$ cat config.mk
export PLATFORM = sky130hd
export DESIGN_NAME = bit_skip_branch_exec
export DESIGN_NICKNAME = d
export VERILOG_FILES = /design/src/rtl/bit_skip_branch_pkg.sv /design/src/rtl/bit_skip_branch_exec.sv /design/src/rtl/q_phase_gen.sv
export SDC_FILE = /design/constraint.sdc
export NUM_CORES = 1
export LEC_CHECK = 0
export ABC_AREA = 1
export BUFFER_PORTS_ARGS = -buffer_cell sky130_fd_sc_hd__buf_4
export CORE_MARGIN = 2
export CORE_UTILIZATION = 40
export DETAILED_ROUTE_END_ITERATION = 10
export PLACE_DENSITY = 0.69
export SETUP_SLACK_MARGIN = 0.3
export SLEW_MARGIN = 20
export SYNTH_ARGS = -nofsm -noshare
export SYNTH_HDL_FRONTEND = slang
export SYNTH_SLANG_ARGS = --single-unit
export TNS_END_PERCENT = 5
$ cat constraint.sdc
create_clock -name CLK -period 2.65 [get_ports CLK]
set_input_delay 0.3975 -clock CLK [delete_from_list [all_inputs] [get_ports CLK]]
set_output_delay 0.3975 -clock CLK [all_outputs]
set_load 0.02 [all_outputs]
$ cat src/rtl/bit_skip_branch_pkg.sv
// constants, opcodes and field positions for the bit, skip and branch executor
// assumes a four-phase instruction cycle, one clock per phase
// Function
// - skip next word when tested bit clear
// - taken skip discards prefetch, runs one nop
// - skip over two-word instruction costs three cycles
// - access bit picks fixed bank or bank register
// - bit invert flips one bit, flags untouched
// - overflow branch taken only when overflow set
// - target is pc plus two plus twice offset
// - taken branch two cycles, untaken one cycle
// - untaken branch continues at following word
// - zero branch taken only when zero set
package bit_skip_branch_pkg;
    // ==================================================================
    // widths
    localparam int PC_W = 21;
    localparam int ADDR_W = 12;
    localparam int DATA_W = 8;
    localparam int WORD_W = 16;
    localparam int BANK_W = 4;
    localparam int PHASES = 4;

    // ==================================================================
    // instruction word fields
    localparam int OPC_HI = 15;
    localparam int OPC_LO = 12;
    localparam int BIT_HI = 11;
    localparam int BIT_LO = 9;
    localparam int ACC_POS = 8;
    localparam int F_HI = 7;
    localparam int BR_HI = 15;
    localparam int BR_LO = 8;
    localparam int OFF_HI = 7;

    // ==================================================================
    // opcodes
    localparam logic [3:0] OP_SKIP_CLR = 4'hb;
    localparam logic [3:0] OP_SKIP_SET = 4'ha;
    localparam logic [3:0] OP_BIT_INV = 4'h7;
    localparam logic [7:0] OP_BR_OV = 8'he4;
    localparam logic [7:0] OP_BR_ZERO = 8'he0;

    // ==================================================================
    // access bank split and reset values
    localparam logic [7:0] ACCESS_SPLIT = 8'h80;
    localparam logic [3:0] ACCESS_LOW_BANK = 4'h0;
    localparam logic [3:0] ACCESS_HIGH_BANK = 4'hf;
    localparam logic [PC_W-1:0] PC_RESET = 21'h000000;
    localparam logic [PC_W-1:0] PC_STEP = 21'h000002;
    localparam logic [PHASES-1:0] PHASE_FIRST = 4'h1;

    // executor states
    typedef enum logic [1:0] {ST_RUN, ST_DROP_ONE, ST_DROP_TWO} exec_type;
endpackage : bit_skip_branch_pkg

$ cat src/rtl/bit_skip_branch_exec.sv
// executor for bit skip, bit invert and overflow/zero relative branches
// assumes INSTR holds the word at PC, readable data memory and fetch path
// takes NEXT_TWO_WORD to learn whether the prefetched next word is a two-word instruction
`timescale 1ns/100ps
module bit_skip_branch_exec (
    // clock and reset
    input wire logic CLK,
    input wire logic RST_N,
    // fetch path
    input wire logic [bit_skip_branch_pkg::WORD_W-1:0] INSTR,
    input wire logic NEXT_TWO_WORD,
    output logic [bit_skip_branch_pkg::PC_W-1:0] PC,
    output logic NOP_CYCLE,
    // status and bank inputs
    input wire logic FLAG_OV,
    input wire logic FLAG_Z,
    input wire logic [bit_skip_branch_pkg::BANK_W-1:0] BANK_SEL,
    // data memory
    output logic [bit_skip_branch_pkg::ADDR_W-1:0] DMEM_ADDR,
    input wire logic [bit_skip_branch_pkg::DATA_W-1:0] DMEM_RDATA,
    output logic DMEM_WE,
    output logic [bit_skip_branch_pkg::DATA_W-1:0] DMEM_WDATA
);
    // ==================================================================
    // helper functions

    // data address from access bit, file byte and bank register
    function automatic logic [bit_skip_branch_pkg::ADDR_W-1:0] data_addr(
        input logic acc,
        input logic [7:0] f,
        input logic [bit_skip_branch_pkg::BANK_W-1:0] bank
    );
        if (acc) begin
            data_addr = {bank, f};
        end else if (f < bit_skip_branch_pkg::ACCESS_SPLIT) begin
            data_addr = {bit_skip_branch_pkg::ACCESS_LOW_BANK, f};
        end else begin
            data_addr = {bit_skip_branch_pkg::ACCESS_HIGH_BANK, f};
        end
    endfunction : data_addr

    // true for the bit-oriented opcodes handled here
    function automatic logic is_bit_op(input logic [3:0] opc);
        is_bit_op = (opc == bit_skip_branch_pkg::OP_SKIP_CLR) ||
                    (opc == bit_skip_branch_pkg::OP_SKIP_SET) ||
                    (opc == bit_skip_branch_pkg::OP_BIT_INV);
    endfunction : is_bit_op

    // ==================================================================
    // phase enables
    logic [bit_skip_branch_pkg::PHASES-1:0] q_en; // one-hot phase
    logic q1; // decode phase
    logic q3; // process phase
    logic q4; // write phase

    q_phase_gen u_phase (
        .clk(CLK),
        .rst_n(RST_N),
        .q_en(q_en)
    );

    assign q1 = q_en[0];
    assign q3 = q_en[2];
    assign q4 = q_en[3];

    // ==================================================================
    // executor state
    bit_skip_branch_pkg::exec_type state, next_state; // run or dropping
    logic [bit_skip_branch_pkg::WORD_W-1:0] ir, next_ir; // latched word
    logic ov_q, next_ov_q; // overflow at cycle start
    logic z_q, next_z_q; // zero at cycle start
    logic [bit_skip_branch_pkg::DATA_W-1:0] rdata, next_rdata; // operand
    logic [bit_skip_branch_pkg::PC_W-1:0] next_pc;
    logic next_nop;
    logic [bit_skip_branch_pkg::ADDR_W-1:0] next_addr;
    logic next_we;
    logic [bit_skip_branch_pkg::DATA_W-1:0] next_wdata;

    // decoded fields of the latched word
    logic [3:0] opc; // top nibble
    logic [7:0] br_opc; // branch opcode byte
    logic [2:0] bsel; // bit number
    logic [bit_skip_branch_pkg::DATA_W-1:0] mask; // selected bit
    logic tested; // selected operand bit
    logic skip; // skip condition met
    logic take; // branch condition met
    logic [bit_skip_branch_pkg::PC_W-1:0] disp; // doubled offset

    always_comb begin
        opc = ir[bit_skip_branch_pkg::OPC_HI:bit_skip_branch_pkg::OPC_LO];
        br_opc = ir[bit_skip_branch_pkg::BR_HI:bit_skip_branch_pkg::BR_LO];
        bsel = ir[bit_skip_branch_pkg::BIT_HI:bit_skip_branch_pkg::BIT_LO];
        mask = 8'h01 << bsel;
        tested = |(rdata & mask);
        skip = ((opc == bit_skip_branch_pkg::OP_SKIP_CLR) && !tested) ||
               ((opc == bit_skip_branch_pkg::OP_SKIP_SET) && tested);
        take = ((br_opc == bit_skip_branch_pkg::OP_BR_OV) && ov_q) ||
               ((br_opc == bit_skip_branch_pkg::OP_BR_ZERO) && z_q);
        // sign extend and double the offset
        disp = {{(bit_skip_branch_pkg::PC_W-9){ir[bit_skip_branch_pkg::OFF_HI]}},
                ir[bit_skip_branch_pkg::OFF_HI:0], 1'b0};
    end

    // ==================================================================
    // next-value logic for the whole executor
    always_comb begin
        next_state = state;
        next_ir = ir;
        next_ov_q = ov_q;
        next_z_q = z_q;
        next_rdata = rdata;
        next_pc = PC;
        next_nop = NOP_CYCLE;
        next_addr = DMEM_ADDR;
        next_we = 1'b0; // write strobe lasts only the write phase
        next_wdata = DMEM_WDATA;
        if (q1) begin
            // decode: latch the word and the flags as the cycle opens
            next_ir = INSTR;
            next_ov_q = FLAG_OV;
            next_z_q = FLAG_Z;
            if (state == bit_skip_branch_pkg::ST_RUN &&
                    is_bit_op(INSTR[bit_skip_branch_pkg::OPC_HI:
                                    bit_skip_branch_pkg::OPC_LO])) begin
                next_addr = data_addr(INSTR[bit_skip_branch_pkg::ACC_POS],
                                      INSTR[bit_skip_branch_pkg::F_HI:0], BANK_SEL);
            end
        end
        if (q3) begin
            // process: sample operand, prepare write for the invert
            next_rdata = DMEM_RDATA;
            if (state == bit_skip_branch_pkg::ST_RUN &&
                    opc == bit_skip_branch_pkg::OP_BIT_INV) begin
                next_we = 1'b1;
                next_wdata = DMEM_RDATA ^ mask;
            end
        end
        if (q4) begin
            // write phase: move the pc and pick the next cycle's kind
            next_pc = PC + bit_skip_branch_pkg::PC_STEP;
            next_state = bit_skip_branch_pkg::ST_RUN;
            unique case (state)
                bit_skip_branch_pkg::ST_RUN: begin
                    if (skip) begin
                        // discarded words still advance the pc
                        if (NEXT_TWO_WORD) begin
                            next_state = bit_skip_branch_pkg::ST_DROP_TWO;
                        end else begin
                            next_state = bit_skip_branch_pkg::ST_DROP_ONE;
                        end
                    end else if (take) begin
                        next_pc = PC + bit_skip_branch_pkg::PC_STEP + disp;
                        next_state = bit_skip_branch_pkg::ST_DROP_ONE;
                    end
                end
                bit_skip_branch_pkg::ST_DROP_TWO: begin
                    next_state = bit_skip_branch_pkg::ST_DROP_ONE;
                end
                bit_skip_branch_pkg::ST_DROP_ONE: begin
                    next_state = bit_skip_branch_pkg::ST_RUN;
                end
                default: begin
                    next_state = bit_skip_branch_pkg::ST_RUN; // unused code
                end
            endcase
            next_nop = (next_state != bit_skip_branch_pkg::ST_RUN);
        end
    end

    // register the executor
    always_ff @(posedge CLK) begin
        if (!RST_N) begin
            state <= bit_skip_branch_pkg::ST_RUN;
            ir <= '0;
            ov_q <= 1'b0;
            z_q <= 1'b0;
            rdata <= '0;
            PC <= bit_skip_branch_pkg::PC_RESET;
            NOP_CYCLE <= 1'b0;
            DMEM_ADDR <= '0;
            DMEM_WE <= 1'b0;
            DMEM_WDATA <= '0;
        end else begin
            state <= next_state;
            ir <= next_ir;
            ov_q <= next_ov_q;
            z_q <= next_z_q;
            rdata <= next_rdata;
            PC <= next_pc;
            NOP_CYCLE <= next_nop;
            DMEM_ADDR <= next_addr;
            DMEM_WE <= next_we;
            DMEM_WDATA <= next_wdata;
        end
    end
endmodule : bit_skip_branch_exec

$ cat src/rtl/q_phase_gen.sv
// four-phase enable generator for the instruction cycle
// assumes one clock per phase; outputs exactly one pulse per clock
`timescale 1ns/100ps
module q_phase_gen (
    // clock and reset
    input wire logic clk,
    input wire logic rst_n,
    // one-hot phase enables, bit 0 is the decode phase
    output logic [bit_skip_branch_pkg::PHASES-1:0] q_en
);
    // ==================================================================
    // rotating one-hot ring
    logic [bit_skip_branch_pkg::PHASES-1:0] next_q_en; // rotated ring

    // rotate left every clock
    always_comb begin
        next_q_en = {q_en[bit_skip_branch_pkg::PHASES-2:0],
                     q_en[bit_skip_branch_pkg::PHASES-1]};
    end

    // register, restart at decode phase
    always_ff @(posedge clk) begin
        if (!rst_n) begin
            q_en <= bit_skip_branch_pkg::PHASE_FIRST;
        end else begin
            q_en <= next_q_en;
        end
    end
endmodule : q_phase_gen
* Word-level counts from Yosys, hierarchy flattened
Index checks and enable logic that the tools add are counted.
** Operators by class
- $add $sub $neg :: 2
- Order comparisons :: 1
- Equality and inequality tests :: 9
- Shifts and indexed selects :: 1
- Multiplexer cells :: 11
- Bitwise logic cells :: 2
- Reduce and logical (&&, ||, !) cells :: 17
** Operators by type and width (number)
- $mux W21 :: 3
- $mux W12 :: 2
- $add A21 B2 Y21 const B :: 1
- $add A21 B21 Y21 :: 1
- $eq A4 B4 Y1 const B :: 4
- $eq A8 B8 Y1 const B :: 2
- $and A8 B8 Y8 :: 1
- $eq A4 B3 Y1 const B :: 2
- $lt A8 B8 Y1 const B :: 1
- $reduce_or A8 Y1 :: 1
- $shl A1 B3 Y8 const A :: 1
- $xor A8 B8 Y8 :: 1
- $logic_and A1 B1 Y1 :: 6
- $mux W2 :: 3
- $reduce_and A2 Y1 :: 3
- $logic_or A1 B1 Y1 :: 4
- $pmux W2 S2 :: 1
- $eq A2 B2 Y1 const B :: 1
- $logic_not A2 Y1 :: 1
- $mux W1 :: 2
- $reduce_bool A2 Y1 :: 1
- $logic_not A1 Y1 :: 1
** Storage, ports and cells
- Register bits :: 75
- Input port bits :: 33
- Output and inout port bits :: 43
- Logic and storage cells :: 54

* Depth between registers and ports, before layout
- Depth in word-level cells :: 10
- Mapped depth :: 22
- Depth with buffers taken out :: 22

* Hierarchy
A second synthesis with hierarchy kept.
** Second synthesis, totals
- Cells, all modules :: 749
- Area, all modules :: 4888.4 um^2
** By module, submodules not included
- bit_skip_branch_exec :: times used 1, cells each 737, area each 4778.3 um^2, sequential area each 1401.3 um^2
- q_phase_gen :: times used 1, cells each 12, area each 110.1 um^2, sequential area each 80.1 um^2

* Least setup slack after synthesis
OpenSTA, ideal clock, no wires.
- Kind :: register -> register
- From :: reg PC[2] (netlist bit)
- To :: reg PC[20] (netlist bit)
- Library setup time :: 0.112 ns
- Arrival :: 2.540 ns
- Required time :: 2.538 ns
- Slack :: -0.002 ns
- Stages on the path, launching flop included :: 21
- Buffers on the path :: 0
- Period minus slack after synthesis :: 2.652 ns
- Cell sequence :: dfxtp_1 > ha_1 > nand2_1 > nor2_1 > nand2_1 > nor2_1 > nand2_1 > o21ai_0 > inv_1 > ha_1 > nand2_1 > nor2_1 > inv_1 > nor2_1 > nand3_1 > inv_1 > nor2_1 > nand3_1 > nand3_1 > nand2_1 > nand2_1
** On the way
- Cells in the longest elaborated chain, start to end :: 5
** Ends and longest elaborated chain
- start, declared :: line bit_skip_branch_exec.sv:12 : output logic [bit_skip_branch_pkg::PC_W-1:0] PC,
- start signal, assigned :: line bit_skip_branch_exec.sv:178 : PC <= bit_skip_branch_pkg::PC_RESET;
- start signal, assigned :: line bit_skip_branch_exec.sv:189 : PC <= next_pc;
- $add A21 B2 Y21 (*) :: line bit_skip_branch_exec.sv:140, bit_skip_branch_exec.sv:152
- $add A21 B21 Y21 :: line bit_skip_branch_exec.sv:152 : next_pc = PC + bit_skip_branch_pkg::PC_STEP + disp;
- $mux W21 :: line bit_skip_branch_exec.sv:151 : end else if (take) begin
- $mux W21 :: line bit_skip_branch_exec.sv:144 : if (skip) begin
- $mux W21 (*) :: line bit_skip_branch_exec.sv:142 : unique case (state)
Every way passes the cells marked *; elsewhere a longest branch is shown, timed or not.
A chain may end at the register's enable or synchronous reset.

* Worst setup path in the final report
- From :: reg PC[8] (netlist bit)
- To :: reg PC[20] (netlist bit)
Same word-level chain as after synthesis.

==> flow_summary.yaml <==
global_routing:
  grt_pass1_vias: 4660
  grt_start_max_net_pins: 50
  grt_overflow: 0
  antenna_found_initial: 0
  grt_first_pass_wirelength_mm: 22.67
  grtUsageTotal_pct: 21.96
clock_tree:
  numCtsBuffers: 9
  clkTransAtPathRegs_ns: 0.06
  cts-htree-levels: 3
  holdBufCountCts: 0
  clkSinkCount: 74
  worstSkewPairLatency_ns: 0.34
  cts_tree: "done"
  cts-root-buf: "clkbuf_16"
  clockBufferDepth: 2
pwr:
  combPwrFrac_pct: 14.0
  power_switching_w: 0.0007484
  switching_share_pct: 27.89
  power_w: 0.002684
  p_seq_share_pct: 44.0
  intPower_w: 0.001935
  ir_drop_uv: 343.6
  p_clk_share_pct: 42.0
  power_density_mw_per_mm2: 395.4
  p_leak_nw: 3.220
logic_synthesis:
  synthFlopType: "dfxtp_1"
  syn_inst: 721
  synth_nets: 779
  netlist.area_leader.share_pct: 31.30
  synth_seq_area_share_pct: 31.30
  ys_async_sr_fraction_pct: 0
  syn_area_per_cell_sq_um: 6.565
  yosys.area.top_type: "dfxtp_1"
  yosys_warnings: 0
  synth_area_leaders: "dfxtp_1 (31%), nand2_1 (14%), nor2_1 (7.8%)"
  ys_ff_latch: 74
  synth_area_sq_mm: 0.004733
  synth-edff-count: 0
  ys_types: 45
floorplanning:
  die_y_microns: 112.8
  initial_core_util_pct: 41.28
  ios: 76
  die_x_microns: 112.8
  design.core.area_sq_mm: 0.01147
  die_area_sq_mm: 0.01272
  fp-row-count: 39
setup_path:
  cp-start-kind: "flip-flop"
  r2r_slack_ns: 0.12
  cp_max_fo: 6
  end_kind: "flip-flop"
  arrival_ns: 2.77
  worstSetupPathType: "reg -> reg"
  r2r_cells: 16
  required_ns: 2.89
layout:
  stdcell_count: 988
  design_area_sq_mm: 0.006787
  n_antenna_cell: 0
  layout.nets: 899
  area_growth_pct: 43.38
  drive_above_1_share_pct: 35.15
sta:
  skew_ns: 0.007507
  setup_violations: 0
  fin_ws_ns: 0.1192
  tightest_slew_ns: 0.6487
  max_freq_mhz: 395.1
  drv_slew: 0
  timing.final.crit_share_pct: 95.50
  layout_min_cycle_time_ns: 2.531
  final_hold_viol_count: 0
  relSlewSlack_pct: 56.71
  rsz0062_at_grt: "yes"
placement:
  placed_cells: 951
  gp_congestion: 0.9365
  io_buffers: 74
  postPlaceCellArea_sq_mm: 0.005674
  dp_hpwl_mm: 10.03
  dp_slack_ns: -0.03957
routing:
  route.detailed.drc: 0
  vias: 5046
  drt_first_pass_iters: 5
  initialDrtViolationCount: 348
  detail-route-antenna-nets: 0
  routed_wirelength_mm: 14.30
  routedWlPerCell_microns: 14.47
  via_per_inst: 5.107
worst_hold_path:
  hold_depth: 3
  hp-class: "in -> reg"
run_status:
  status: "finished clean"
flow_run:
  drv_cap: 0
## cells in the final DEF (no fill, tap or decap), types with 10 or more instances in the layout
master   Yosys  final
inv_1       75     65
dfxtp_1     74     63
nor2_4       3     13
a21oi_1     48     38
nand2_1    176    143
o21ai_0     57     51
nand3_1     47     39
ha_4         0     17
nor2_1      98     76
nor2_2       1     13
dfxtp_4      0     10
o21ai_1     12     14
buf_4        5    125
inv_2        3     11
a21oi_2      2     11
nand2_2      2     27
xor2_1      21     14
## per-stage QoR
| stage | hold WS, ns | util [%] | setup TNS, ns |
|---|---|---|---|
| final | 0.2871 | 59.18 | 0 |
| after floorplan | 0.3905 | - | 0 |
| after global routing | 0.2897 | 59.18 | -0.02855 |
| after detailed placement | 0.4009 | 49.48 | -0.03957 |
| after global placement | 0.3925 | 49.48 | 0 |
| after CTS | 0.2850 | 55.36 | 0 |
## area by class of cell
| class | count | area (sq um) |
|---|---|---|
| Fill cell | 1029 | 4681 |
| Multi-Input combinational cell | 547 | 3527 |
| Sequential cell | 74 | 1520 |
| Timing Repair Buffer | 128 | 980.9 |
| Inverter | 81 | 312.8 |
| Clock buffer | 9 | 225.2 |
| Tap cell | 143 | 178.9 |
| Clock inverter | 6 | 41.29 |
## registers in the layout (all words and copies together), names as in the netlist
| name | count |
|---|---|
| PC | 20 |
| ir | 16 |
| DMEM_ADDR | 12 |
| DMEM_WDATA | 8 |
| rdata | 8 |
| u_phase.q_en | 4 |
| state | 2 |
| DMEM_WE | 1 |
| NOP_CYCLE | 1 |
| ov_q | 1 |
| z_q | 1 |
## critical path, stage by stage, from the launching register on
cell     delay [ns]
dfxtp_4        0.41
buf_6          0.11
nand4_1        0.08
nor2_2         0.19
nand4_1        0.17
xor2_2         0.24
inv_2          0.07
ha_4           0.24
buf_4          0.14
a21oi_1        0.13
nand2_1        0.09
a21oi_2        0.16
nand3_1        0.12
nand2_1        0.08
nand3_1        0.07
nand2_1        0.08
nand2_1        0.04
## synthesized netlist by cell type, types with 3 or more instances
cell type    n
a21oi_1     48
dfxtp_1     74
o211ai_1     4
clkbuf_1    11
a31oi_1      4
xnor2_1      6
nor2_4       3
nand3_1     47
buf_4        5
nand2_1    176
ha_1        24
nor3_1       6
nand4_1      9
o21bai_1     6
o21ai_1     12
inv_1       75
inv_2        3
xor2_1      21
o21ai_0     57
nor2_1      98
## final timing paths
kind / start / end
worst max register to register: PC[8]$_SDFFE_PN0P_ / PC[20]$_SDFFE_PN0P_
worst min-delay path: FLAG_Z / z_q$_SDFFE_PN0P_
worst max-delay path: PC[8]$_SDFFE_PN0P_ / PC[20]$_SDFFE_PN0P_
worst min register to register: u_phase.q_en[1]$_SDFF_PN0_ / u_phase.q_en[2]$_SDFF_PN0_
## metal layers
layer	global-route usage, %	share of wire (%)	vias up
met5	0	0	-
met4	9.106	2.5	0
met3	3.856	6.1	27
met2	34.53	46	168
met1	29.83	45	2271
li1	-	-	2580
## timing repair
action	in CTS	in global routing
resized for setup	77	78
cloned	0	0
buffers inserted	10	12
endpoints found under the setup margin	14	16
pin swaps	46	48
## power groups by stage
stage	logic (W)	clock network (W)	registers [W]
final	0.000375	0.00113	0.00118
after floorplan	0.000185	0	0.00122
after detailed placement	0.000320	0	0.00121
after CTS	0.000347	0.00114	0.00118
after global placement	0.000316	0	0.00121
after global routing	0.000415	0.00119	0.00119
## logic make-up (layout without fill, tap and decap cells)
| logic type | count (synthesis) | in the layout | share of synthesized area, % |
|---|---|---|---|
| AOI/OAI and AO/OA | 139 | 139 | 15.94 |
| xor gates and xnor gates | 27 | 27 | 4.996 |
| adders and majority gates | 25 | 25 | 6.767 |
| buffers and inverters | 100 | 224 | 8.750 |
| DFF | 74 | 74 | 31.30 |
| other | 1 | 1 | 0.07923 |
| and+or+nand+nor | 355 | 355 | 32.17 |
No activity file was read; power rests on OpenSTA's default activity.
